[src/verilog/cpc_pkg.sv]
// constants, types and register map of the converter protection config block
// What this block does
// - overvoltage code sets reference 2*bandgap*N/255
// - bit 7 picks bandgap or sense pin
// - bit 6 lets watchdog reset the pwm
// - bit 4 inverts the comparator output
// - bit 3 lets comparator act on pwm
// - bit 2 reads comparator after polarity
// - bit 1 flags rising status edges
// - bit 0 flags falling status edges
// - flag sets regardless of output enable
// - 4-bit code adds 0 to 750 mV offset
// - 2-bit code blanks sensing 0/50/100/200 ns
// - bit 6 bypasses slope compensation
// - 6-bit code sets ramp 4.5*1.08^N mV/us
// - unimplemented upper bits read zero, ignore writes
package cpc_pkg;
    ////////////////////////////////////////////////////////////////////////////////
    localparam int CLK_PERIOD_NS = 5;
    localparam int BLANK_T1_NS = 50;
    localparam int BLANK_T2_NS = 100;
    localparam int BLANK_T3_NS = 200;
    localparam int BLANK_C1 = (BLANK_T1_NS + CLK_PERIOD_NS - 1) / CLK_PERIOD_NS;
    localparam int BLANK_C2 = (BLANK_T2_NS + CLK_PERIOD_NS - 1) / CLK_PERIOD_NS;
    localparam int BLANK_C3 = (BLANK_T3_NS + CLK_PERIOD_NS - 1) / CLK_PERIOD_NS;
    ////////////////////////////////////////////////////////////////////////////////
    // word indices; byte address is four times the index
    localparam logic [29:0] IDX_OVL = 30'h0000_0180;
    localparam logic [29:0] IDX_DESAT = 30'h0000_0181;
    localparam logic [29:0] IDX_OFS = 30'h0000_0182;
    localparam logic [29:0] IDX_BLANK = 30'h0000_0183;
    localparam logic [29:0] IDX_SLOPE = 30'h0000_0184;
    localparam logic [29:0] IDX_IRQ_STAT = 30'h0000_0185;
    localparam logic [29:0] IDX_IRQ_MASK = 30'h0000_0186;
    localparam logic [29:0] IDX_TRIM = 30'h0000_0196;
    ////////////////////////////////////////////////////////////////////////////////
    localparam int DS_MUX_BIT = 7;
    localparam int DS_WDE_BIT = 6;
    localparam int DS_POL_BIT = 4;
    localparam int DS_OE_BIT = 3;
    localparam int DS_STAT_BIT = 2;
    localparam int DS_RISE_BIT = 1;
    localparam int DS_FALL_BIT = 0;
    localparam int SLOPE_BYP_BIT = 6;
    localparam int IRQ_DESAT_BIT = 0;
    localparam logic [7:0] DESAT_WR_MASK = 8'hdb;
    localparam logic [7:0] OFS_MASK = 8'h0f;
    localparam logic [7:0] BLANK_MASK = 8'h03;
    localparam logic [7:0] SLOPE_MASK = 8'h7f;
    localparam logic [7:0] IRQ_MASK_BITS = 8'h01;
    localparam logic [7:0] RST_BYTE = 8'h00;
    localparam logic [1:0] HTRANS_NONSEQ = 2'h2;
    ////////////////////////////////////////////////////////////////////////////////
    typedef enum logic [1:0] {PH_IDLE, PH_WRITE, PH_READ, PH_RDONE} cpc_phase_e;

    typedef struct packed {
        logic [7:0] ov_level_code;
        logic desat_input_select;
        logic [7:0] desat_offset_trim;
        logic [3:0] current_offset_code;
        logic [1:0] blanking_code;
        logic slope_bypass;
        logic [5:0] slope_rate_code;
    } cpc_cfg_s;

    typedef struct packed {
        cpc_phase_e phase;
        logic [29:0] idx;
        logic [31:0] hrdata;
        logic [7:0] ovl;
        logic [7:0] ds_ctrl;
        logic [7:0] ofs;
        logic [7:0] blank;
        logic [7:0] slope;
        logic [7:0] trim;
        logic [7:0] irq_stat;
        logic [7:0] irq_mask;
        logic status_prev;
    } cpc_state_s;
endpackage

[src/verilog/cpc_protect_regs.sv]
// ahb-lite register file and desaturation logic of the converter protection block
`timescale 1ns/1ps
module cpc_protect_regs (
    input wire logic clk_sys,
    input wire logic rst,
    input wire logic hsel,
    input wire logic [31:0] haddr,
    input wire logic [1:0] htrans,
    input wire logic hwrite,
    input wire logic [2:0] hsize,
    input wire logic [31:0] hwdata,
    input wire logic hready,
    output logic hreadyout,
    output logic [31:0] hrdata,
    output logic hresp,
    input wire logic desat_comp_raw,
    input wire logic desat_watchdog,
    input wire logic primary_turn_on,
    input wire logic current_sense_trip,
    output cpc_pkg::cpc_cfg_s analog_cfg,
    output logic desat_to_pwm,
    output logic watchdog_pwm_reset,
    output logic current_trip_blanked,
    output logic irq
);
    ////////////////////////////////////////////////////////////////////////////////
    cpc_pkg::cpc_state_s st_r;
    cpc_pkg::cpc_state_s st_nxt;
    logic comp_sync;
    logic desat_status;
    logic rise_evt;
    logic fall_evt;
    logic desat_evt;
    logic accept;
    logic [7:0] wr_byte;

    ////////////////////////////////////////////////////////////////////////////////
    cpc_sync2 u_sync (
        .clk_sys(clk_sys),
        .rst(rst),
        .async_in(desat_comp_raw),
        .sync_out(comp_sync)
    );

    cpc_blank_timer u_blank (
        .clk_sys(clk_sys),
        .rst(rst),
        .turn_on(primary_turn_on),
        .blanking_code(st_r.blank[1:0]),
        .sense_in(current_sense_trip),
        .sense_out(current_trip_blanked)
    );

    ////////////////////////////////////////////////////////////////////////////////
    // read view of one register; unmapped words read zero
    function automatic logic [7:0] rd_byte(
        input cpc_pkg::cpc_state_s s,
        input logic stat
    );
        logic [7:0] d;
        d = 8'h00;
        if (s.idx == cpc_pkg::IDX_OVL) begin
            d = s.ovl;
        end else if (s.idx == cpc_pkg::IDX_DESAT) begin
            d = s.ds_ctrl & cpc_pkg::DESAT_WR_MASK;
            d[cpc_pkg::DS_STAT_BIT] = stat;
        end else if (s.idx == cpc_pkg::IDX_OFS) begin
            d = s.ofs & cpc_pkg::OFS_MASK;
        end else if (s.idx == cpc_pkg::IDX_BLANK) begin
            d = s.blank & cpc_pkg::BLANK_MASK;
        end else if (s.idx == cpc_pkg::IDX_SLOPE) begin
            d = s.slope & cpc_pkg::SLOPE_MASK;
        end else if (s.idx == cpc_pkg::IDX_TRIM) begin
            d = s.trim;
        end else if (s.idx == cpc_pkg::IDX_IRQ_STAT) begin
            d = s.irq_stat;
        end else if (s.idx == cpc_pkg::IDX_IRQ_MASK) begin
            d = s.irq_mask;
        end
        return d;
    endfunction

    ////////////////////////////////////////////////////////////////////////////////
    always_comb begin
        st_nxt = st_r;
        wr_byte = hwdata[7:0];
        accept = hsel && hready && (htrans == cpc_pkg::HTRANS_NONSEQ);

        // status is the synchronised comparator after polarity
        desat_status = comp_sync ^ st_r.ds_ctrl[cpc_pkg::DS_POL_BIT];
        rise_evt = desat_status && !st_r.status_prev;
        fall_evt = !desat_status && st_r.status_prev;
        // output enable deliberately not part of the event term
        desat_evt = (rise_evt && st_r.ds_ctrl[cpc_pkg::DS_RISE_BIT])
            || (fall_evt && st_r.ds_ctrl[cpc_pkg::DS_FALL_BIT]);
        st_nxt.status_prev = desat_status;

        unique case (st_r.phase)
            cpc_pkg::PH_IDLE: begin
            end
            cpc_pkg::PH_WRITE: begin
                if (st_r.idx == cpc_pkg::IDX_OVL) begin
                    st_nxt.ovl = wr_byte;
                end else if (st_r.idx == cpc_pkg::IDX_DESAT) begin
                    st_nxt.ds_ctrl = wr_byte & cpc_pkg::DESAT_WR_MASK;
                end else if (st_r.idx == cpc_pkg::IDX_OFS) begin
                    st_nxt.ofs = wr_byte & cpc_pkg::OFS_MASK;
                end else if (st_r.idx == cpc_pkg::IDX_BLANK) begin
                    st_nxt.blank = wr_byte & cpc_pkg::BLANK_MASK;
                end else if (st_r.idx == cpc_pkg::IDX_SLOPE) begin
                    st_nxt.slope = wr_byte & cpc_pkg::SLOPE_MASK;
                end else if (st_r.idx == cpc_pkg::IDX_TRIM) begin
                    st_nxt.trim = wr_byte;
                end else if (st_r.idx == cpc_pkg::IDX_IRQ_STAT) begin
                    st_nxt.irq_stat = st_r.irq_stat & ~wr_byte;
                end else if (st_r.idx == cpc_pkg::IDX_IRQ_MASK) begin
                    st_nxt.irq_mask = wr_byte & cpc_pkg::IRQ_MASK_BITS;
                end
            end
            cpc_pkg::PH_READ: begin
                // wait state lets a read right after a write see it
                st_nxt.hrdata = {24'h00_0000, rd_byte(st_r, desat_status)};
            end
            cpc_pkg::PH_RDONE: begin
            end
        endcase

        // a set in the same cycle as a clear wins
        if (desat_evt) begin
            st_nxt.irq_stat[cpc_pkg::IRQ_DESAT_BIT] = 1'b1;
        end

        if (st_r.phase == cpc_pkg::PH_READ) begin
            st_nxt.phase = cpc_pkg::PH_RDONE;
        end else if (accept) begin
            st_nxt.idx = haddr[31:2];
            st_nxt.phase = hwrite ? cpc_pkg::PH_WRITE : cpc_pkg::PH_READ;
        end else begin
            st_nxt.phase = cpc_pkg::PH_IDLE;
        end
    end

    always_ff @(posedge clk_sys or posedge rst) begin
        if (rst) begin
            st_r <= '0;
        end else begin
            st_r <= st_nxt;
        end
    end

    ////////////////////////////////////////////////////////////////////////////////
    assign hreadyout = (st_r.phase != cpc_pkg::PH_READ);
    assign hrdata = st_r.hrdata;
    assign hresp = 1'b0;
    assign irq = |(st_r.irq_stat & st_r.irq_mask);

    // comparator only reaches the pwm while enabled
    assign desat_to_pwm = desat_status && st_r.ds_ctrl[cpc_pkg::DS_OE_BIT];
    assign watchdog_pwm_reset = desat_watchdog && st_r.ds_ctrl[cpc_pkg::DS_WDE_BIT];

    // codes go to the dacs; the analog side does the scaling
    always_comb begin
        analog_cfg.ov_level_code = st_r.ovl;
        analog_cfg.desat_input_select = st_r.ds_ctrl[cpc_pkg::DS_MUX_BIT];
        analog_cfg.desat_offset_trim = st_r.trim;
        analog_cfg.current_offset_code = st_r.ofs[3:0];
        analog_cfg.blanking_code = st_r.blank[1:0];
        analog_cfg.slope_bypass = st_r.slope[cpc_pkg::SLOPE_BYP_BIT];
        analog_cfg.slope_rate_code = st_r.slope[5:0];
    end
endmodule // cpc_protect_regs

[src/verilog/cpc_sync2.sv]
// two-flop synchroniser for the asynchronous comparator output
`timescale 1ns/1ps
module cpc_sync2 (
    input wire logic clk_sys,
    input wire logic rst,
    input wire logic async_in,
    output logic sync_out
);
    typedef struct packed {
        logic meta;
        logic stable;
    } cpc_sync_s;

    cpc_sync_s st_r;
    cpc_sync_s st_nxt;

    always_comb begin
        st_nxt.meta = async_in;
        st_nxt.stable = st_r.meta;
    end

    always_ff @(posedge clk_sys or posedge rst) begin
        if (rst) begin
            st_r <= '0;
        end else begin
            st_r <= st_nxt;
        end
    end

    assign sync_out = st_r.stable;
endmodule // cpc_sync2

[src/verilog/cpc_blank_timer.sv]
// turn-on blanking of the primary current sense trip
`timescale 1ns/1ps
module cpc_blank_timer (
    input wire logic clk_sys,
    input wire logic rst,
    input wire logic turn_on,
    input wire logic [1:0] blanking_code,
    input wire logic sense_in,
    output logic sense_out
);
    typedef struct packed {
        logic [5:0] cnt;
    } cpc_blank_s;

    cpc_blank_s st_r;
    cpc_blank_s st_nxt;
    logic start;

    // cycles still to blank after the turn-on cycle itself
    function automatic logic [5:0] blank_len(input logic [1:0] code);
        unique case (code)
            2'h0: blank_len = 6'h00;
            2'h1: blank_len = 6'(cpc_pkg::BLANK_C1 - 1);
            2'h2: blank_len = 6'(cpc_pkg::BLANK_C2 - 1);
            2'h3: blank_len = 6'(cpc_pkg::BLANK_C3 - 1);
        endcase
    endfunction

    always_comb begin
        st_nxt = st_r;
        start = turn_on && (blanking_code != 2'h0);
        if (start) begin
            st_nxt.cnt = blank_len(blanking_code);
        end else if (st_r.cnt != 6'h00) begin
            st_nxt.cnt = st_r.cnt - 6'h01;
        end
    end

    always_ff @(posedge clk_sys or posedge rst) begin
        if (rst) begin
            st_r <= '0;
        end else begin
            st_r <= st_nxt;
        end
    end

    // a new turn-on restarts the window rather than extending it
    assign sense_out = sense_in && !start && (st_r.cnt == 6'h00);
endmodule // cpc_blank_timer

[config.mk]
export PLATFORM = sky130hd
export DESIGN_NAME = cpc_protect_regs
export DESIGN_NICKNAME = d
export VERILOG_FILES = /design/src/verilog/cpc_pkg.sv /design/src/verilog/cpc_protect_regs.sv /design/src/verilog/cpc_sync2.sv /design/src/verilog/cpc_blank_timer.sv
export SDC_FILE = /design/constraint.sdc
export NUM_CORES = 1
export LEC_CHECK = 0
export CAP_MARGIN = 20
export CORE_ASPECT_RATIO = 0.7
export CORE_MARGIN = 1.5
export CORE_UTILIZATION = 39
export DETAILED_ROUTE_END_ITERATION = 10
export DONT_BUFFER_PORTS = 1
export PLACE_DENSITY = 0.62
export SLEW_MARGIN = 10
export SYNTH_ARGS = -nofsm -noshare
export SYNTH_HDL_FRONTEND = slang
export SYNTH_SLANG_ARGS = --single-unit
[constraint.sdc]
create_clock -name clk_sys -period 2.7 [get_ports clk_sys]
set_input_delay 0 -clock clk_sys [delete_from_list [all_inputs] [get_ports clk_sys]]
set_output_delay 0 -clock clk_sys [all_outputs]
set_load 0.02 [all_outputs]
==> run summary, run 1 <==
Outcome: complete, no violations
Worst Max-Slew Pin Slew: 912 ps
Rel. slew slack: 0.391
Synthesized instance count: 385
# DRC: 0
Fmax: 415 MHz
YS warnings: 0
Share of post-route cells with drive strength above 1: 0.260
Cts hold-fix bufs: 45
Syn-to-layout area delta: 14.1%
Pre-antenna DRT Iters: 4
Num Clock Sinks: 93
CTS tree: built
Slew Viols, Final: 0
Multi-input gate area: 1820 µm²
Io pins: 146
CTS-repair resized insts: 0
Setup bufs post-CTS: 0
Core ar.: 11300 µm²
Syn_area_per_cell: 12.0 µm²
Detailed Place HPWL: 7560 µm
Fin crit period: 2410 ps
Post-synth top flop: dfrtp_1
Total track usage: 0.180
DRT iter0 DRCs: 248
Design area: 5260 µm²
Worst-Skew Late Latency: 350 ps
Die height: 93.9 µm
Fin crit share: 0.893
Fillers: 1059
CTS Root Cell: clkbuf_16
Required @ worst endpoint: 2940 ps
Post-synth cell types: 52
Crit path max-delay family: simple AND/OR/NAND/NOR gates
Max incr delay on CP: 380 ps
Avg Vias per Cell: 5.06
Post-synth top cells: 93 x dfrtp_1, 68 x mux2_2, 63 x buf_4
Vias in the first global route: 2932
Routed Antenna Nets: 0
RR Endpoint: analog_cfg[15]
Clock buffer count from CTS: 9
Cell with the most instances after synthesis: dfrtp_1
RD Place Congestion: 0.800
Area leader, netlist: dfrtp_1
Top-area cell type share of the netlist area: 0.505
Setup TNS: 0 ps
Chip width: 133 µm
Hold/Removal Path Class: primary input to primary output
Reg clk slew, reported paths: 70 ps
Number of antenna violations at the first check in global routing: 1
Register area: 2330 µm²
Layout Nets: 482
Critical path's slowest cell: dfrtp_1
Min-Delay Endpoint: current_trip_blanked
Worst r2r path cells: 6
Largest net degree at the start of global routing: 54
Setup repair after global routing missed its margin: false
Sequential-to-total area share from yosys stat: 0.505
Vias: 2839
Internal reg-to-reg setup slack: 290 ps
Post-Syn Area: 4610 µm²
# rows: 32
Die ar.: 12500 µm²
Setup violators final: 0
Post-layout util: 0.467
Wirelength per Cell: 18.7 µm
Max clock buf depth: 2
Starting Density: 0.409
Crit Path Category: register to register
Worst Skew: 9.12 ps
Worst reg2reg startpoint: st_r[107]
Synth top area cells: dfrtp_1 51%, mux2_2 17%, buf_4 10%
Arr. time, crit path: 2650 ps
H-tree levels: 3
WL final: 10500 µm
Synth Register Bits: 93
Pleak: 0.00229 µW
Post-synth EDFFs: 0
Setup crit start kind: register
Hold Slack: 195 ps
CP cell instances: nor4_1 > nand4_1 > or2_4 > nor3b_4 > buf_4 > mux2_2
Crit path max fanout: 6
Maximum VDD drop: 0.356 mV
Element type at the critical path end: register
Post-synth ARST share: 1.00
Hold_sp: current_sense_trip
Placed Instance Area: 4460 µm²
Pwr dens: 787 nW/µm²
Fin. Hold Viols: 0
Buffers on Ports: 0
GR Overflow Total: 0
Buf/Inv on CP: 1
Max-Cap Viols: 0
First-pass GRT wire length: 16800 µm
Worst Hold Path Cells: 1
[routing by layer]
layer | vias up | wire, µm | GRT usage
met5 | - | 0 | 0
met4 | 0 | 124 | 0.0531
met3 | 12 | 1190 | 0.0804
met2 | 106 | 4660 | 0.264
met1 | 1421 | 4540 | 0.238
li1 | 1300 | - | -
[report_power, final]
part / internal, µW / switching (µW) / total, µW
logic: 409 / 468 / 877
registers: 1620 / 178 / 1800
clock network: 909 / 555 / 1460
[cell type report]
class | count | share of cell area
Antenna cell | 1 | 0.000476
Clock buffer | 9 | 0.0429
Clock inverter | 7 | 0.0229
Inverter | 8 | 0.00595
Multi-Input combinational cell | 234 | 0.347
Sequential cell | 93 | 0.443
Tap cell | 153 | 0.0364
Timing Repair Buffer | 56 | 0.101
[logic make-up (layout without fill, tap and decap cells)]
| kind of cell | Yosys count | count (layout) | share of synthesized area |
|---|---|---|---|
| buf+inv | 82 | 80 | 0.119 |
| compound gates | 48 | 48 | 0.0698 |
| simple gates | 76 | 76 | 0.100 |
| fa+ha+maj | 2 | 2 | 0.00543 |
| other cells | 1 | 26 | 0.000814 |
| mux | 76 | 76 | 0.186 |
| flops | 93 | 93 | 0.505 |
| xor+xnor | 7 | 7 | 0.0133 |
[worst register-to-register path, delay by kind of cell, from the launching register on]
kind                   cells  cell delay [ps]
multiplexers               1              350
flip-flops                 1              380
buffers and inverters      1              240
AND/OR/NAND/NOR            4             1340
[state kept, by name, summed over array words and instances (netlist names)]
signal and flops:
st_r 47, u_sync.sync_out 1, u_sync.st_nxt 1, analog_cfg 30, hrdata 8, u_blank.st_r 6
[through the flow]
step                setup slack, ps  cells  total power, µW
finish                          289    561             4140
detailed placement              300    499             2630
floorplan                       280    409             2460
CTS                             288    560             4180
global placement                353    499             2600
global route                    171    561             4340
[layout by cell type, fill, tap and decap left out, drive strengths merged, types with 3 or more instances in the layout]
master	instances
conb	25
bufinv	3
o21ai	18
nor2b	6
nor2	6
dlygate4sd3	45
nand2	24
buf	11
a21boi	7
and3	3
nor3b	4
nor4	7
nand4	4
and2	3
mux2i	7
nand3	5
a31oi	3
clkbuf	9
mux2	68
nor3	4
xnor2	3
nand2b	3
a21oi	4
xor2	4
inv	9
dfrtp	93
[worst max path at each step]
stage              start             end  slack [ps]  cells after the start
6_report       st_r[107]  analog_cfg[15]         290                      6
5_1_grt        st_r[118]   analog_cfg[0]         170                      5
4_1_cts        st_r[118]  analog_cfg[15]         290                      6
3_5_place_dp   st_r[118]  analog_cfg[15]         300                      6
3_3_place_gp   st_r[118]  analog_cfg[15]         350                      6
2_1_floorplan        rst   analog_cfg[0]         280                      1
(Power assumes the default switching activity.)
==> run 2: changes to the inputs <==
--- a/config.mk
+++ b/config.mk
@@ -12,6 +12,7 @@
 export DETAILED_ROUTE_END_ITERATION = 10
 export DONT_BUFFER_PORTS = 1
 export PLACE_DENSITY = 0.62
+export SKIP_LAST_GASP = 1
 export SLEW_MARGIN = 10
 export SYNTH_ARGS = -nofsm -noshare
 export SYNTH_HDL_FRONTEND = slang
==> constraint.sdc (replaced) <==
create_clock -name clk_sys -period 2.7 [get_ports clk_sys]
set_input_delay 0 -clock clk_sys [delete_from_list [all_inputs] [get_ports clk_sys]]
set_output_delay 0 -clock clk_sys [all_outputs]
set_load 0.01 [all_outputs]
==> run summary, run 2 (synthesis results as in run 1) <==
Share of post-route cells with drive strength above 1: 0.257
Cts hold-fix bufs: 45
Pwr dens: 755 nW/µm²
Max clock buf depth: 2
Placed Instance Area: 4450 µm²
Outcome: complete, no violations
Worst Setup SP: st_r[118]
Chip width: 133 µm
Crit path max-delay family: simple AND/OR/NAND/NOR gates
Setup violators final: 0
Vias: 2839
Num Clock Sinks: 93
Hold Slack: 157 ps
Pwr Total: 3930 µW
Most frequent cells in the layout: 93 x dfrtp_1, 68 x mux2_2, 45 x dlygate4sd3_1
RD Place Congestion: 0.809
CP cell instances: nor4_1 > nand4_1 > nor3_4 > nand4_2 > mux2_2
Largest net degree at the start of global routing: 51
Required @ worst endpoint: 2920 ps
CTS tree: built
WL final: 10400 µm
Worst-Skew Late Latency: 340 ps
Critical path's slowest cell: nor3_4
# rows: 32
Core ar.: 11300 µm²
Wirelength per Cell: 18.5 µm
Clock buffer count from CTS: 9
Worst Skew: 5.11 ps
Multi-input gate area: 1820 µm²
H-tree levels: 3
Pre-antenna DRT Iters: 4
Setup crit start kind: register
Maximum VDD drop: 0.402 mV
Crit Path Category: register to register
Layout Nets: 481
First-pass GRT wire length: 16600 µm
GR Overflow Total: 0
Buffers on Ports: 0
Design area: 5210 µm²
Fin crit share: 0.860
Die height: 93.9 µm
Max incr delay on CP: 400 ps
CTS-repair resized insts: 0
Fmax: 431 MHz
Buf/Inv on CP: 0
Crit path max fanout: 7
CTS Root Cell: clkbuf_16
Reg clk slew, reported paths: 60 ps
Avg Vias per Cell: 5.08
Pleak: 0.00227 µW
Rel. slew slack: 0.431
Register area: 2330 µm²
Die ar.: 12500 µm²
Worst Max-Slew Pin Slew: 853 ps
Hold/Removal Path Class: primary input to primary output
Detailed Place HPWL: 7500 µm
Total track usage: 0.175
Vias in the first global route: 2964
Setup TNS: 0 ps
Slew Viols, Final: 0
Arr. time, crit path: 2540 ps
Post-layout util: 0.463
Starting Density: 0.409
Fin. Hold Viols: 0
Most common cell after layout, fill and taps aside: dfrtp_1
Max reg flops: 47
# DRC: 0
Top reg by flops: st_r
Routed Antenna Nets: 0
Setup bufs post-CTS: 0
Fin crit period: 2320 ps
Max-Cap Viols: 0
Element type at the critical path end: register
Fillers: 1078
DRT iter0 DRCs: 115
Io pins: 146
Syn-to-layout area delta: 13.2%
Setup repair after global routing missed its margin: false
Worst reg2reg startpoint: st_r[118]
Hold_sp: desat_watchdog
Number of antenna violations at the first check in global routing: 1
## run 2: stage by stage
stage	std cells	worst slack (ps)
2_1_floorplan	409	280
3_3_place_gp	498	416
3_5_place_dp	498	384
4_1_cts	558	372
5_1_grt	559	185
6_report	559	378
## run 2: report_power, final
| group | internal (µW) | total (µW) | leakage, µW | switching [µW] |
|---|---|---|---|---|
| clock network | 788 | 1300 | 0.000155 | 514 |
| registers | 1620 | 1800 | 0.00115 | 178 |
| logic | 403 | 834 | 0.000969 | 431 |
## run 2: final timing paths
check	end	slack [ps]	cells past startpoint
worst max-delay path	analog_cfg[6]	380	5
worst min-delay path	watchdog_pwm_reset	160	1
worst max register to register	analog_cfg[6]	380	5
worst min register to register	u_sync.sync_out	360	0
max in group asynchronous	st_r[100]	1600	3
min in group asynchronous	u_blank.st_r[0]	270	2
## run 2: per-layer routing
layer  part of all wire  routed length [µm]  global-route usage
met5                  0                   0                   0
met4             0.0096                  99              0.0476
met3               0.10                1060              0.0766
met1               0.46                4750               0.233
met2               0.43                4450               0.258
## run 2: area by class of cell
cell class | count | share of cell area
Tap cell | 153 | 0.0367
Inverter | 8 | 0.00600
Sequential cell | 93 | 0.446
Timing Repair Buffer | 55 | 0.101
Multi-Input combinational cell | 234 | 0.350
Antenna cell | 1 | 0.000480
Clock buffer | 12 | 0.0511
Clock inverter | 3 | 0.00840
